File: src/rtl/agr_pkg.sv
package agr_pkg;

  localparam logic [7:0] AGR_ADDR_PGA_CFG   = 8'h00;
  localparam logic [7:0] AGR_ADDR_REF_SEL   = 8'h04;
  localparam logic [7:0] AGR_ADDR_MODE_THREE = 8'h08;
  localparam logic [7:0] AGR_ADDR_PIN_CFG   = 8'h0c;
  localparam logic [7:0] AGR_ADDR_STATUS    = 8'h10;

  localparam int         AGR_GAIN_LSB       = 0;
  localparam int         AGR_BYPASS_BIT     = 3;
  localparam int         AGR_REFN_LSB       = 0;
  localparam int         AGR_REFP_LSB       = 2;
  localparam int         AGR_CON_LSB        = 0;
  localparam int         AGR_DIR_LSB        = 4;
  localparam int         AGR_EXC_BIT        = 8;

  localparam logic [2:0] AGR_GAIN_RST       = 3'h0;
  localparam logic       AGR_BYPASS_RST     = 1'b0;
  localparam logic [3:0] AGR_REF_RST        = 4'h5;
  localparam logic [3:0] AGR_DATA_RST       = 4'h0;
  localparam logic [3:0] AGR_CON_RST        = 4'h0;
  localparam logic [3:0] AGR_DIR_RST        = 4'hf;
  localparam logic       AGR_EXC_RST        = 1'b0;

  localparam logic [2:0] AGR_GAIN_CODE_1    = 3'h0;
  localparam logic [2:0] AGR_GAIN_CODE_64   = 3'h6;
  localparam logic [2:0] AGR_GAIN_CODE_128  = 3'h7;
  localparam logic [7:0] AGR_GAIN_1         = 8'h01;
  localparam logic [7:0] AGR_GAIN_64        = 8'h40;
  localparam logic [7:0] AGR_GAIN_128       = 8'h80;

  localparam logic [1:0] AGR_REF_SUPPLY     = 2'h1;
  localparam logic [1:0] AGR_REF_PIN_ZERO   = 2'h2;
  localparam logic [1:0] AGR_REF_AIN        = 2'h3;
  localparam logic [3:0] AGR_REF_PAIR_ZERO  = 4'ha;

  localparam int         AGR_NUM_PINS       = 4;
  localparam int         AGR_SYNC_STAGES    = 2;

  // asynchronous comparator outputs from the analog front end
  typedef struct packed {
    logic ref_low;
    logic outn_low;
    logic outp_low;
    logic outn_high;
    logic outp_high;
  } agr_cmp_t;

  // one-hot reference selections: [0] supply, [1] pin zero, [2] analog input
  typedef struct packed {
    logic [2:0] pos;
    logic [2:0] neg;
  } agr_ref_sel_t;

endpackage

File: src/rtl/agr_afe_ctrl.sv
`timescale 1ns/1ps
// Functional notes
// - gain codes 000,110,111 give 1,64,128
// - bypass powers down amplifier, routes inputs direct
// - high alarm when either output near upper supply
// - low alarm when either output near lower supply
// - amplifier alarms read-only, clear at a start that finds the condition gone
// - amplifier alarms appear in status byte
// - amplifier comparators ignored while input multiplexer changes
// - independent positive and negative reference selection
// - value 0Ah selects the pin-zero reference pair
// - value 05h selects supply, also reset default
// - low reference alarm below threshold after mux
// - low reference alarm read-only, clears at a conversion start that finds the condition gone
// - pin connected only when connect bit is one
// - direction bit zero output, one input; excitation mode drives connected pins either way
// - pin data readable and writable in mode_reg_three
// - output pin reads back last written value
// - pin functions never remove analog measurement
// - excitation mode drives excitation onto pins
module agr_afe_ctrl
  import agr_pkg::*;
#(
  parameter int SYNC_STAGES = agr_pkg::AGR_SYNC_STAGES
)
(
  input  wire logic                pclk,          // 40 MHz converter clock
  input  wire logic                presetn,       // asynchronous reset
  input  wire logic                psel,          // apb select
  input  wire logic                penable,       // apb access phase
  input  wire logic                pwrite,        // apb direction
  input  wire logic [7:0]          paddr,         // apb byte address
  input  wire logic [31:0]         pwdata,        // apb write data
  output logic      [31:0]         prdata,        // apb read data
  output logic                     pready,        // apb ready
  output logic                     pslverr,       // apb error
  input  wire agr_pkg::agr_cmp_t   cmp_async,     // raw comparator outputs
  input  wire logic                mux_changing,  // input multiplexer switching
  input  wire logic                conv_start,    // conversion cycle start pulse
  input  wire logic [3:0]          excite_drive,  // excitation waveforms
  input  wire logic [3:0]          gpio_in,       // pin input levels
  output logic      [3:0]          gpio_out,      // pin output levels
  output logic      [3:0]          gpio_oe,       // pin output enables
  output logic      [7:0]          pga_gain,      // decoded gain value
  output logic                     pga_pwr_dn,    // amplifier power down
  output logic                     bypass_route,  // inputs straight to buffers
  output logic                     cmp_enable,    // comparator enable
  output agr_pkg::agr_ref_sel_t    ref_sel,       // reference switch controls
  output logic      [7:0]          status_byte    // status byte for read-out
);

  import agr_pkg::*;

  generate
    if (SYNC_STAGES < 2)
    begin : g_bad_sync_stages
      $error("SYNC_STAGES must be at least 2");
    end
  endgenerate

  logic [2:0]  gain_r;
  logic        bypass_r;
  logic [3:0]  ref_r;
  logic [3:0]  data_r;
  logic [3:0]  con_r;
  logic [3:0]  dir_r;
  logic        exc_r;
  logic        high_alm_r;
  logic        low_alm_r;
  logic        ref_alm_r;
  logic [31:0] prdata_r;
  logic [3:0]  gpio_out_r;
  logic [3:0]  gpio_oe_r;
  logic [4:0]  sync_q [SYNC_STAGES];

  // apb decode
  wire         sel_pga    = (paddr == AGR_ADDR_PGA_CFG);
  wire         sel_ref    = (paddr == AGR_ADDR_REF_SEL);
  wire         sel_mode_three = (paddr == AGR_ADDR_MODE_THREE);
  wire         sel_pin    = (paddr == AGR_ADDR_PIN_CFG);
  wire         sel_stat   = (paddr == AGR_ADDR_STATUS);
  wire         mapped     = sel_pga | sel_ref | sel_mode_three | sel_pin | sel_stat;
  wire         access     = psel & penable;
  wire         wr_en      = access & pwrite & mapped;
  wire         setup      = psel & ~penable;

  assign pready  = access;
  assign pslverr = access & ~mapped;
  assign prdata  = prdata_r;

  // readback of pin data: connected input pins show the pin, all others the written value
  wire [3:0]   pin_is_in  = con_r & dir_r;
  wire [3:0]   data_rd    = (pin_is_in & gpio_in) | (~pin_is_in & data_r);
  wire [31:0]  rd_mux     =
    sel_pga   ? {28'h0, bypass_r, gain_r} :
    sel_ref   ? {28'h0, ref_r} :
    sel_mode_three ? {28'h0, data_rd} :
    sel_pin   ? {23'h0, exc_r, dir_r, con_r} :
    sel_stat  ? {24'h0, status_byte} : 32'h0;

  always_ff @(posedge pclk or negedge presetn)
  begin
    if (!presetn)
      prdata_r <= 32'h0;
    else if (setup)
      prdata_r <= pwrite ? 32'h0 : rd_mux;
  end

  always_ff @(posedge pclk or negedge presetn)
  begin
    if (!presetn)
    begin
      gain_r   <= AGR_GAIN_RST;
      bypass_r <= AGR_BYPASS_RST;
      ref_r    <= AGR_REF_RST;
      data_r   <= AGR_DATA_RST;
      con_r    <= AGR_CON_RST;
      dir_r    <= AGR_DIR_RST;
      exc_r    <= AGR_EXC_RST;
    end
    else if (wr_en)
    begin
      if (sel_pga)
      begin
        gain_r   <= pwdata[AGR_GAIN_LSB +: 3];
        bypass_r <= pwdata[AGR_BYPASS_BIT];
      end
      if (sel_ref)
        ref_r <= pwdata[3:0];
      if (sel_mode_three)
        data_r <= pwdata[3:0];
      if (sel_pin)
      begin
        con_r <= pwdata[AGR_CON_LSB +: 4];
        dir_r <= pwdata[AGR_DIR_LSB +: 4];
        exc_r <= pwdata[AGR_EXC_BIT];
      end
    end
  end

  // gain decode; undocumented codes fall back to unity
  assign pga_gain = (gain_r == AGR_GAIN_CODE_128) ? AGR_GAIN_128 :
                    (gain_r == AGR_GAIN_CODE_64)  ? AGR_GAIN_64  : AGR_GAIN_1;
  assign pga_pwr_dn   = bypass_r;
  assign bypass_route = bypass_r;

  // reference multiplexer decode; code 00 is treated as the supply
  wire [1:0] refp = ref_r[AGR_REFP_LSB +: 2];
  wire [1:0] refn = ref_r[AGR_REFN_LSB +: 2];
  assign ref_sel.pos = {refp == AGR_REF_AIN, refp == AGR_REF_PIN_ZERO,
                        refp == AGR_REF_SUPPLY || refp == 2'h0};
  assign ref_sel.neg = {refn == AGR_REF_AIN, refn == AGR_REF_PIN_ZERO,
                        refn == AGR_REF_SUPPLY || refn == 2'h0};

  // comparator synchronisers
  always_ff @(posedge pclk or negedge presetn)
  begin
    if (!presetn)
      sync_q[0] <= 5'h0;
    else
      sync_q[0] <= cmp_async;
  end

  genvar s;
  generate
    for (s = 1; s < SYNC_STAGES; s++)
    begin : g_sync
      always_ff @(posedge pclk or negedge presetn)
      begin
        if (!presetn)
          sync_q[s] <= 5'h0;
        else
          sync_q[s] <= sync_q[s-1];
      end
    end
  endgenerate

  agr_cmp_t cmp_s;
  assign cmp_s      = sync_q[SYNC_STAGES-1];
  assign cmp_enable = ~mux_changing & ~bypass_r;

  wire cond_high = cmp_enable & (cmp_s.outp_high | cmp_s.outn_high);
  wire cond_low  = cmp_enable & (cmp_s.outp_low | cmp_s.outn_low);
  wire cond_ref  = cmp_s.ref_low;

  // sticky until a conversion start finds the condition gone; set wins
  always_ff @(posedge pclk or negedge presetn)
  begin
    if (!presetn)
    begin
      high_alm_r <= 1'b0;
      low_alm_r  <= 1'b0;
      ref_alm_r  <= 1'b0;
    end
    else
    begin
      high_alm_r <= cond_high | (high_alm_r & ~conv_start);
      low_alm_r  <= cond_low | (low_alm_r & ~conv_start);
      ref_alm_r  <= cond_ref | (ref_alm_r & ~conv_start);
    end
  end

  assign status_byte = {5'h0, ref_alm_r, low_alm_r, high_alm_r};

  // pin drivers; analog switches are never touched here
  wire [3:0] drive_val = exc_r ? excite_drive : data_r;
  wire [3:0] drive_en  = con_r & (~dir_r | {4{exc_r}});

  always_ff @(posedge pclk or negedge presetn)
  begin
    if (!presetn)
    begin
      gpio_out_r <= 4'h0;
      gpio_oe_r  <= 4'h0;
    end
    else
    begin
      gpio_out_r <= drive_val & drive_en;
      gpio_oe_r  <= drive_en;
    end
  end

  assign gpio_out = gpio_out_r;
  assign gpio_oe  = gpio_oe_r;

  property p_gain_128;
    @(posedge pclk) disable iff (!presetn)
    (gain_r == AGR_GAIN_CODE_128) |-> (pga_gain == AGR_GAIN_128);
  endproperty
  a_gain_128: assert property (p_gain_128) else $error("gain 111 not 128");

  property p_bypass;
    @(posedge pclk) disable iff (!presetn)
    (wr_en && sel_pga && pwdata[AGR_BYPASS_BIT]) |=> (pga_pwr_dn && bypass_route && !cmp_enable);
  endproperty
  a_bypass: assert property (p_bypass) else $error("bypass not applied");

  property p_high_set;
    @(posedge pclk) disable iff (!presetn)
    (!mux_changing && !bypass_r && sync_q[SYNC_STAGES-1][0]) |=> status_byte[0];
  endproperty
  a_high_set: assert property (p_high_set) else $error("high alarm missed");

  property p_low_set;
    @(posedge pclk) disable iff (!presetn)
    (cond_low) |=> low_alm_r;
  endproperty
  a_low_set: assert property (p_low_set) else $error("low alarm missed");

  property p_clear;
    @(posedge pclk) disable iff (!presetn)
    (high_alm_r && conv_start && !cond_high) |=> !high_alm_r;
  endproperty
  a_clear: assert property (p_clear) else $error("high alarm not cleared");

  property p_hold;
    @(posedge pclk) disable iff (!presetn)
    (ref_alm_r && !conv_start) |=> ref_alm_r;
  endproperty
  a_hold: assert property (p_hold) else $error("ref alarm dropped early");

  property p_mux_mask;
    @(posedge pclk) disable iff (!presetn)
    (mux_changing && !high_alm_r && !low_alm_r) |=> (!high_alm_r && !low_alm_r);
  endproperty
  a_mux_mask: assert property (p_mux_mask) else $error("alarm during mux change");

  property p_ref_pair;
    @(posedge pclk) disable iff (!presetn)
    (wr_en && sel_ref && pwdata[3:0] == AGR_REF_PAIR_ZERO)
      |=> (ref_sel.pos == 3'h2 && ref_sel.neg == 3'h2);
  endproperty
  a_ref_pair: assert property (p_ref_pair) else $error("0ah not pin pair");

  property p_sync_delay;
    @(posedge pclk) disable iff (!presetn)
    ($rose(cmp_async.ref_low) && !ref_alm_r && !sync_q[SYNC_STAGES-1][4])
      |=> !ref_alm_r ##1 !ref_alm_r;
  endproperty
  a_sync_delay: assert property (p_sync_delay) else $error("alarm bypassed sync");

  property p_unconnected;
    @(posedge pclk) disable iff (!presetn)
    (con_r == 4'h0) ##1 (con_r == 4'h0) |-> (gpio_oe == 4'h0);
  endproperty
  a_unconnected: assert property (p_unconnected) else $error("pin driven unconnected");

  property p_excite;
    @(posedge pclk) disable iff (!presetn)
    exc_r |=> (gpio_oe == $past(con_r) && gpio_out == ($past(excite_drive) & $past(con_r)));
  endproperty
  a_excite: assert property (p_excite) else $error("excitation not on pins");

  property p_readback;
    @(posedge pclk) disable iff (!presetn)
    (setup && !pwrite && sel_mode_three && dir_r == 4'h0) |=> (prdata[3:0] == data_r);
  endproperty
  a_readback: assert property (p_readback) else $error("output readback wrong");

  property p_gain_64;
    @(posedge pclk) disable iff (!presetn)
    (gain_r == AGR_GAIN_CODE_64) |-> (pga_gain == AGR_GAIN_64);
  endproperty
  a_gain_64: assert property (p_gain_64) else $error("gain 110 not 64");

  property p_gain_1;
    @(posedge pclk) disable iff (!presetn)
    (gain_r == AGR_GAIN_CODE_1) |-> (pga_gain == AGR_GAIN_1);
  endproperty
  a_gain_1: assert property (p_gain_1) else $error("gain 000 not 1");

  property p_low_clear;
    @(posedge pclk) disable iff (!presetn)
    (low_alm_r && conv_start && !cond_low) |=> !low_alm_r;
  endproperty
  a_low_clear: assert property (p_low_clear) else $error("low alarm not cleared");

  property p_ref_clear;
    @(posedge pclk) disable iff (!presetn)
    (ref_alm_r && conv_start && !cond_ref) |=> !ref_alm_r;
  endproperty
  a_ref_clear: assert property (p_ref_clear) else $error("ref alarm not cleared");

  property p_ref_supply;
    @(posedge pclk) disable iff (!presetn)
    (wr_en && sel_ref && pwdata[3:0] == 4'h5)
      |=> (ref_sel.pos == 3'h1 && ref_sel.neg == 3'h1);
  endproperty
  a_ref_supply: assert property (p_ref_supply) else $error("05h not supply");

  property p_set_wins;
    @(posedge pclk) disable iff (!presetn)
    (cond_high && conv_start) |=> high_alm_r;
  endproperty
  a_set_wins: assert property (p_set_wins) else $error("alarm cleared while active");

  property p_input_pin;
    @(posedge pclk) disable iff (!presetn)
    (!exc_r && dir_r == 4'hf) |=> (gpio_oe == 4'h0);
  endproperty
  a_input_pin: assert property (p_input_pin) else $error("input pin driven");

  property p_mux_enable;
    @(posedge pclk) disable iff (!presetn)
    mux_changing |-> !cmp_enable;
  endproperty
  a_mux_enable: assert property (p_mux_enable) else $error("comparators on in mux change");

endmodule // agr_afe_ctrl

File: config.mk
export PLATFORM = sky130hd
export DESIGN_NAME = agr_afe_ctrl
export DESIGN_NICKNAME = d
export VERILOG_FILES = /design/src/rtl/agr_pkg.sv /design/src/rtl/agr_afe_ctrl.sv
export SDC_FILE = /design/constraint.sdc
export NUM_CORES = 1
export LEC_CHECK = 0
export ABC_AREA = 0
export BUFFER_PORTS_ARGS = -buffer_cell sky130_fd_sc_hd__buf_2
export CORE_UTILIZATION = 45
export DETAILED_ROUTE_END_ITERATION = 8
export GPL_ROUTABILITY_DRIVEN = 0
export PLACE_DENSITY = 0.79
export SETUP_SLACK_MARGIN = 0.4
export SLEW_MARGIN = 20
export SYNTH_ARGS = -nofsm -noshare
export SYNTH_HDL_FRONTEND = slang
export SYNTH_SLANG_ARGS = --single-unit
File: constraint.sdc
create_clock -name pclk -period 2.15 [get_ports pclk]
set_input_delay 0.3225 -clock pclk [delete_from_list [all_inputs] [get_ports pclk]]
set_output_delay 0.3225 -clock pclk [all_outputs]
set_load 0.005 [all_outputs]
==> metrics, run 1 <==
status=finished clean; fmax=0.534 GHz; Max VDD drop=408 uV; clock-pin slew on the worst setup and hold paths=90 ps; Leak Pwr=1.52 nW; initial antenna violation count=0; routed len/inst=14.3 um; H-tree depth=2; All-Layer GR Usage=18.4%; # IOs=127; Initial Util=47.8%; first-pass GRT wire length=8360 um; total die area=5870 sq um; Worst Reg-to-Reg Cells=4; Syn-to-layout area delta=17.8%; Die Y=76.6 um; top cells by area, synth=dfrtp_1 (45%), buf_4 (11%), mux2_2 (6.7%), dfstp_2 (6.3%), mux2_4 (5.4%); Syn Area/Cell=11.5 sq um; Setup violations, final=0; width of the chip=76.6 um; Overflow after GRT=0; PnR worst setup slack=278 ps; min-delay worst type=primary input to async pin; largest net degree at the start of global routing=27; pre-CTS WS=-90.3 ps; number of flops mapped to enable cells by yosys=0; flop2flop setup slack=730 ps; Yosys warning count=0; Crit Path Max Fanout=4; count leader, synth=dfrtp_1; Placed Cells=approximately 350; FFs w/ async S/R, synth=100%; Syn Std Cell Area=2510 sq um; core area=5240 sq um; sequential share of the synthesized area=around half; Worst Path Required=roughly 2400 ps; Critical Path Source=paddr[0]; CP endpoint kind=flip-flop; vias=1,766; top_reg_cell synth=dfrtp_1; Fillers=466; Rel. slew slack=61.4%; Worst-Skew Late Latency=roughly 300 ps; most frequent cells after synthesis=dfrtp_1 (45), buf_4 (37), mux2_2 (15), inv_1 (10), nand2_1 (10); max-cap check violation count=0; Final period util=87.1%; post-synthesis cell type count=38; Site Rows=26; post-layout minimum cycle time=roughly 1900 ps; NumNets Final=348; Via density=4.92; worst reg2reg endpoint=prdata[2]$_DFFE_PN0P_; Port Buffers=70; clock tree sinks=51; Pwr Total=1.80 mW; flops & latches, synth=between 50 and 60; DR iter-0 viols=100; Layout Skew=6.51 ps; Mapped Cells=217; Max clock buf depth=2; CP arrival=2110 ps; Pins Over Slew Limit=0; FF-to-FF Start=dir_r[2]$_DFFE_PN1P_; setup tns final=0 ps; Hold Violations, Final=0; area leader, netlist=dfrtp_1; RSZ-0062 raised after global routing=yes; first-pass detailed-route iteration total=4; DRC viols=0; CP startpoint kind=primary input; ANT nets after route=0; HPWL Detailed=3800 um; PD cells=~610 nW/um^2; share of layout cells above drive strength 1=41.2%; hold_buf cts=0; Synth top area share=44.9%; Clock Tree Root=clkbuf_8; ant diodes=0; drt total wl=5130 um; CTS tree=yes; slew at the pin closest to its max-slew limit=580 ps; crit path to=dir_r[2]$_DFFE_PN1P_; vias in the first global route=1,691; critical path class=primary input to flip-flop; Final Non-Filler Cells=359; CTS Buf Count=5
[logic make-up after synthesis]
logic type             synth area share (%)
buffers and inverters                  14.1
AND/OR/NAND/NOR                        10.4
AO/OA/AOI/OAI                          9.99
flip-flops                             51.2
multiplexers                           14.1
other                                 0.150
[sequential cells by signal, summed over array words and instances (netlist names), 3 cells and up]
register and cells:
prdata 9, cmp_s 5, sync_q 5, con_r 4
data_r 4, dir_r 4, gpio_oe 4, gpio_out 4
ref_r 4, gain_r 3
[report_power, final]
part | total [mW] | switching [mW] | internal [mW]
Sequential | 0.995 | 0.0135 | 0.982
Clock | 0.647 | 0.298 | 0.348
Combinational | 0.159 | 0.0937 | 0.0650
Total | 1.80 | 0.405 | 1.39
[cell type report]
type / count / area, sq um / area share (%)
multi-input combinational: 144 / 1020 / 34.5
timing repair buffer: 76 / 418 / 14.2
sequential: 51 / 1280 / 43.5
tap: 70 / 87.6 / 2.97
clock inverter: 1 / 30.0 / 1.02
inverter: 10 / 37.5 / 1.27
clock buffer: 7 / 76.3 / 2.58
[per-stage QoR]
stage	util (%)	hold WS, ps	cell area [sq um]
global placement	53.4	333	2800
detailed placement	53.4	338	2800
CTS	56.1	27.0	2940
finish	56.4	11.1	2950
global route	56.4	45.0	2950
floorplan	-	26.9	2630
[worst max-delay path: stages]
cell,delay (ps)
buf_6,90
or4_4,540
or2_4,260
buf_6,110
or4_4,470
mux2_4,320
[cells in the final DEF (no fill, tap or decap), types with 2 or more instances in the layout]
master and n:
nor3b_1 2, o31ai_1 2, clkbuf_8 5, buf_6 2
a21oi_1 4, nor2b_1 5, nor3_1 5, a21boi_0 4
mux2_2 13, nand2_1 10, and4_1 2, dfrtp_1 45
mux2_4 11, inv_1 10, clkbuf_1 2, nor2_1 7
o21ai_0 7, o22ai_1 2, mux2i_1 5, buf_2 69
conb_1 33, o2bb2ai_1 2, dfstp_2 6, a21o_1 3
buf_4 4, a22o_1 7, nand2b_1 3, or4_4 3
[metal layers]
metal	global-route usage, %	routed length [um]
met5	0	0
met3	3.23	331
met2	29.7	2480
met4	6.92	72
met1	24.5	2240
[how the worst min path moves through the flow]
| stage | startpoint | end | depth (start not counted) |
|---|---|---|---|
| final | presetn | gpio_out[3]$_DFF_PN0_ | 1 |
| after global routing | presetn | gpio_oe[3]$_DFF_PN0_ | 1 |
| after CTS | presetn | gpio_oe[3]$_DFF_PN0_ | 1 |
| after detailed placement | sync_q[5]$_DFF_PN0_ | cmp_s[0]$_DFF_PN0_ | 0 |
| after global placement | sync_q[9]$_DFF_PN0_ | cmp_s[4]$_DFF_PN0_ | 0 |
| after floorplan | presetn | bypass_route$_DFFE_PN0P_ | 0 |
[timing repair]
item,4_1_cts,5_1_grt
gates resized for setup,4,4
cloned,1,0
pin swaps,5,1
hold endpoints to repair,0,0
buffers inserted,1,0
setup endpoints to repair,16,14
Power figures use the tool's default switching activity.
==> run 2, diff against run 1 <==
--- a/config.mk
+++ b/config.mk
@@ -8,6 +8,7 @@
 export ABC_AREA = 0
 export BUFFER_PORTS_ARGS = -buffer_cell sky130_fd_sc_hd__buf_2
 export CORE_UTILIZATION = 45
+export CTS_BUF_LIST = sky130_fd_sc_hd__clkbuf_2 sky130_fd_sc_hd__clkbuf_4 sky130_fd_sc_hd__clkbuf_8
 export DETAILED_ROUTE_END_ITERATION = 8
 export GPL_ROUTABILITY_DRIVEN = 0
 export PLACE_DENSITY = 0.79
==> run 2 against run 1 <==
Net effect: sequential share of layout area shrank 0.40 points; clock skew grew 1.4 ps; non-clock buffer count is the same; first-iteration DRC count shrank 14%; largest power group unchanged; cell count is the same; design area grew 0.93%; sequential power is essentially flat; hold slack gained 1.2 ps; utilization grew 0.53 points.
==> metrics, run 2 (synthesis results as in run 1) <==
NumNets Final=348; Hold Violations, Final=0; Layout Skew=7.92 ps; clock tree sinks=slightly above 50; first-pass detailed-route iteration total=4; Largest register FFs=9; CTS Buf Count=5; Sw Ratio=approximately 22%; Sw Pwr=about 0.41 mW; slew at the pin closest to its max-slew limit=593 ps; P_int=around 1.4 mW; critical path class=primary input to flip-flop; min-delay worst type=primary input to async pin; worst path cell trace=buf_6, or4_4, or2_4, buf_6, or4_4, mux2_4; combinational share of power=under 10%; hold slack=around 12 ps; CP endpoint kind=flip-flop; ant diodes=0; Site Rows=26; max incr delay on CP=between 500 and 600 ps; Overflow after GRT=0; Via density=4.94; Max clock buf depth=2; Worst-Skew Late Latency=300 ps; Final period util=approximately 87%; commonest cells after routing, fill and taps aside=buf_2 (69), dfrtp_1 (45), conb_1 (33); Port Buffers=70; vias in the first global route=1,702; Critical Path Source=paddr[0]; Pins Over Slew Limit=0; Die Y=76.6 um; DR iter-0 viols=between 80 and 90; ANT nets after route=0; CP startpoint kind=primary input; core area=5240 sq um; first-pass GRT wire length=8480 um; HPWL Detailed=between 3000 and 4000 um; All-Layer GR Usage=18.6%; Leak Pwr=1.53 nW; routed len/inst=14.5 um; PD cells=614 nW/um^2; FF-to-FF Start=dir_r[2]$_DFFE_PN1P_; drt total wl=5220 um; commonest non-fill, non-tap cell in the layout=buf_2; Worst Path Required=2380 ps; Syn-to-layout area delta=18.9%; width of the chip=76.6 um; Setup violations, final=0; share of layout cells above drive strength 1=41.9%; Rel. slew slack=60.5%; status=finished clean; clock-pin slew on the worst setup and hold paths=90 ps; Max VDD drop=407 uV; DRC viols=0; Crit Path Max Fanout=4; Crit-path slowest cell=or4_4; CTS tree=yes; hold_buf cts=0; H-tree depth=2; sequential group share of total power=54.4%; Clock Tree Root=clkbuf_8; total die area=slightly below 6000 sq um; # IOs=127; post-layout minimum cycle time=1870 ps; RSZ-0062 raised after global routing=yes; Initial Util=47.8%; fmax=0.534 GHz; Clock power frac=about 37%; vias=1,773; max-cap check violation count=0; placed instance area=2800 sq um; CP arrival=2110 ps; initial antenna violation count=0; largest net degree at the start of global routing=27; design area=2980 sq um
run 2: stage by stage:
step	utilization [%]	instances	total power [mW]	TNS (ps)	worst slack (ps)
after floorplan	-	249	1.13	0	41.2
after global routing	56.9	359	1.91	0	254
after detailed placement	53.4	349	1.17	-797	-90.3
after CTS	56.5	359	1.84	0	239
after global placement	53.4	349	1.16	-595	-70.4
final	56.9	359	1.83	0	278
run 2: cell type report:
type	instances	area, sq um
Fill cell	461	2260
Sequential cell	51	1280
Multi-Input combinational cell	144	1040
Timing Repair Buffer	76	422
Tap cell	70	87.6
Clock buffer	7	83.8
Inverter	10	37.5
Clock inverter	1	30.0
run 2: worst max-delay path, delay by kind of cell:
kind,cells,cell delay (ps)
buf+inv,2,200
mux,1,320
simple gates,3,1260
run 2: power by group through the flow:
stage / Sequential (mW) / Clock [mW] / Combinational (mW)
floorplan: 1.01 / 0 / 0.119
global placement: 1.01 / 0 / 0.150
detailed placement: 1.01 / 0 / 0.153
CTS: 0.995 / 0.684 / 0.159
global route: 0.998 / 0.735 / 0.180
finish: 0.995 / 0.673 / 0.161
run 2: final timing paths:
path	slack [ps]	depth (start not counted)	endpoint
max	280	6	dir_r[2]$_DFFE_PN1P_
min	10	1	gpio_oe[3]$_DFF_PN0_
max reg2reg	730	4	prdata[2]$_DFFE_PN0P_
min reg2reg	360	0	cmp_s[0]$_DFF_PN0_
max in group asynchronous	1520	2	dir_r[3]$_DFFE_PN1P_
min in group pclk	120	1	sync_q[5]$_DFF_PN0_
run 2: routing by layer:
metal	global-route usage, %	wire length (um)	vias up
li1	-	-	822
met1	25.2	2280	860
met2	29.8	2550	84
met3	3.23	311	7
met4	6.92	87	0
met5	0	0	-
run 2: timing repair:
item | CTS | global route
setup endpoints to repair | 16 | 14
resized for setup | 8 | 4
pin swaps | 5 | 1
cloned | 1 | 0
buffers inserted | 1 | 0
==> run 3, diff against run 2 <==
--- a/config.mk
+++ b/config.mk
@@ -7,11 +7,12 @@
 export LEC_CHECK = 0
 export ABC_AREA = 0
 export BUFFER_PORTS_ARGS = -buffer_cell sky130_fd_sc_hd__buf_2
+export CORE_MARGIN = 5
 export CORE_UTILIZATION = 45
 export CTS_BUF_LIST = sky130_fd_sc_hd__clkbuf_2 sky130_fd_sc_hd__clkbuf_4 sky130_fd_sc_hd__clkbuf_8
 export DETAILED_ROUTE_END_ITERATION = 8
 export GPL_ROUTABILITY_DRIVEN = 0
-export PLACE_DENSITY = 0.79
+export PLACE_DENSITY = 0.91
 export SETUP_SLACK_MARGIN = 0.4
 export SLEW_MARGIN = 20
 export SYNTH_ARGS = -nofsm -noshare
==> run 3 against run 2 <==
Net effect: routed wire length rose by 8.8%; design area fell by 1.6%; largest cell class unchanged; clock power shrank 12%; combinational power about the same; total power shrank 4.7%; cell count increased by 0.56%.
==> metrics, run 3 (synthesis results as in run 1) <==
worst reg2reg endpoint=prdata[2]$_DFFE_PN0P_; first-pass detailed-route iteration total=4; Initial Util=45.8%; setup tns final=0 ps; max-cap check violation count=0; vias=1,766; critical path class=primary input to flip-flop; CTS Buf Count=5; CP endpoint kind=flip-flop; slew at the pin closest to its max-slew limit=705 ps; Rel. slew slack=between 50% and 60%; sequential group share of total power=57.1%; Overflow after GRT=0; Site Rows=27; Hold Violations, Final=0; HPWL Detailed=4430 um; Layout Skew=roughly 8.0 ps; Fillers=507; design area=2930 sq um; clock-pin slew on the worst setup and hold paths=~100 ps; Worst-Skew Late Latency=310 ps; commonest cells after routing, fill and taps aside=buf_2 (69), dfrtp_1 (45), conb_1 (33); Clock Tree Root=clkbuf_8; CTS tree=yes; H-tree depth=2; Setup violations, final=0; Die Y=84.6 um; Max VDD drop=between 400 and 500 uV; Clock power frac=33.8%; # IOs=127; Worst Path Required=2390 ps; commonest non-fill, non-tap cell in the layout=buf_2; min-delay worst type=primary input to async pin; fmax=0.528 GHz; status=finished clean; DRC viols=0; vias in the first global route=1,790; drt total wl=around 5700 um; flop2flop setup slack=670 ps; RSZ-0062 raised after global routing=yes; largest net degree at the start of global routing=32; post-layout minimum cycle time=~1900 ps; CP arrival=2130 ps; total die area=just over 7000 sq um; first-pass GRT wire length=9050 um; Leak Pwr=1.51 nW; NumNets Final=348; Syn-to-layout area delta=17.0%; share of layout cells above drive strength 1=between 40% and 50%; Final period util=approximately nine tenths; setup bufs post-CTS=0; Max clock buf depth=2; crit path to=dir_r[1]$_DFFE_PN1P_; Worst Reg-to-Reg Cells=4; Sw Ratio=between 20% and 30%; Largest register FFs=9; Sw Pwr=0.435 mW; FF-to-FF Start=dir_r[2]$_DFFE_PN1P_; ant diodes=0; placed instance area=approximately 2800 sq um; Critical Path Source=paddr[0]; Pins Over Slew Limit=0; combinational share of power=9.1%; Via density=4.89; hold_buf cts=0; PD cells=594 nW/um^2; width of the chip=about 85 um; Crit Path Max Fanout=4; clock tree sinks=51; initial antenna violation count=0; core area=roughly 5500 sq um; P_int=roughly 1.3 mW; DR iter-0 viols=85; routed len/inst=15.7 um; All-Layer GR Usage=15.9%; CP startpoint kind=primary input; Port Buffers=70; ANT nets after route=0
run 3: cell types whose count changed in the layout (fill, tap and decap cells not counted), sizes merged:
cell	before	now
clkinv	0	1
clkbuf	7	6
clkinvlp	0	1
bufinv	1	0
run 3: per-layer routing:
layer / vias to the layer above / routed length [um] / part of all wire, % / global-route usage, %
met5: - / 0 / 0 / 0
met4: 0 / 46 / 0.81 / 5.32
met3: 5 / 447 / 7.9 / 5.59
met2: 75 / 2900 / 51 / 26.6
met1: 862 / 2280 / 40 / 19.1
li1: 824 / - / - / -
run 3: how the worst min path moves through the flow:
stage / cells past startpoint / endpoint / slack, ps
global route: 1 / sync_q[8]$_DFF_PN0_ / 100
finish: 1 / data_r[2]$_DFFE_PN0P_ / 50
global placement: 0 / cmp_s[1]$_DFF_PN0_ / 330
floorplan: 0 / bypass_route$_DFFE_PN0P_ / 30
CTS: 1 / sync_q[8]$_DFF_PN0_ / 70
detailed placement: 0 / cmp_s[0]$_DFF_PN0_ / 330
run 3: timing repair:
| item | 4_1_cts | 5_1_grt |
|---|---|---|
| cloned | 1 | 0 |
| setup endpoints to repair | 16 | 14 |
| endpoints found under the hold margin | 0 | 0 |
| pin swaps | 4 | 1 |
| gates resized for setup | 5 | 1 |
run 3: area by class of cell:
class	count	area [sq um]	share of cell area, %
Clock buffer	6	82.6	2.82
Clock inverter	2	16.3	0.555
Inverter	10	37.5	1.28
Multi-Input combinational cell	144	1020	34.8
Sequential cell	51	1280	43.8
Tap cell	72	90.1	3.07
Timing Repair Buffer	76	402	13.7
run 3: power groups by stage:
| stage | combinational (mW) | sequential [mW] | clock (mW) |
|---|---|---|---|
| 6_report | 0.159 | 0.996 | 0.589 |
| 2_1_floorplan | 0.119 | 1.01 | 0 |
| 3_5_place_dp | 0.153 | 1.01 | 0 |
| 4_1_cts | 0.158 | 0.996 | 0.596 |
| 5_1_grt | 0.180 | 0.999 | 0.637 |
| 3_3_place_gp | 0.147 | 1.01 | 0 |
run 3: per-stage QoR:
stage	instances	hold WS, ps	utilization [%]	setup WS, ps	total power [mW]
2_1_floorplan	249	26.9	-	41.2	1.13
3_3_place_gp	352	332	51.1	-64.3	1.16
3_5_place_dp	352	335	51.1	-91.9	1.17
4_1_cts	361	73.2	53.5	256	1.75
5_1_grt	361	96.0	53.6	247	1.82
6_report	361	54.5	53.6	256	1.74
run 3: worst max-delay path, stage by stage:
cell	delay (ps)
buf_6	90
or4_4	540
or2_4	260
or4_4	600
mux2_4	330
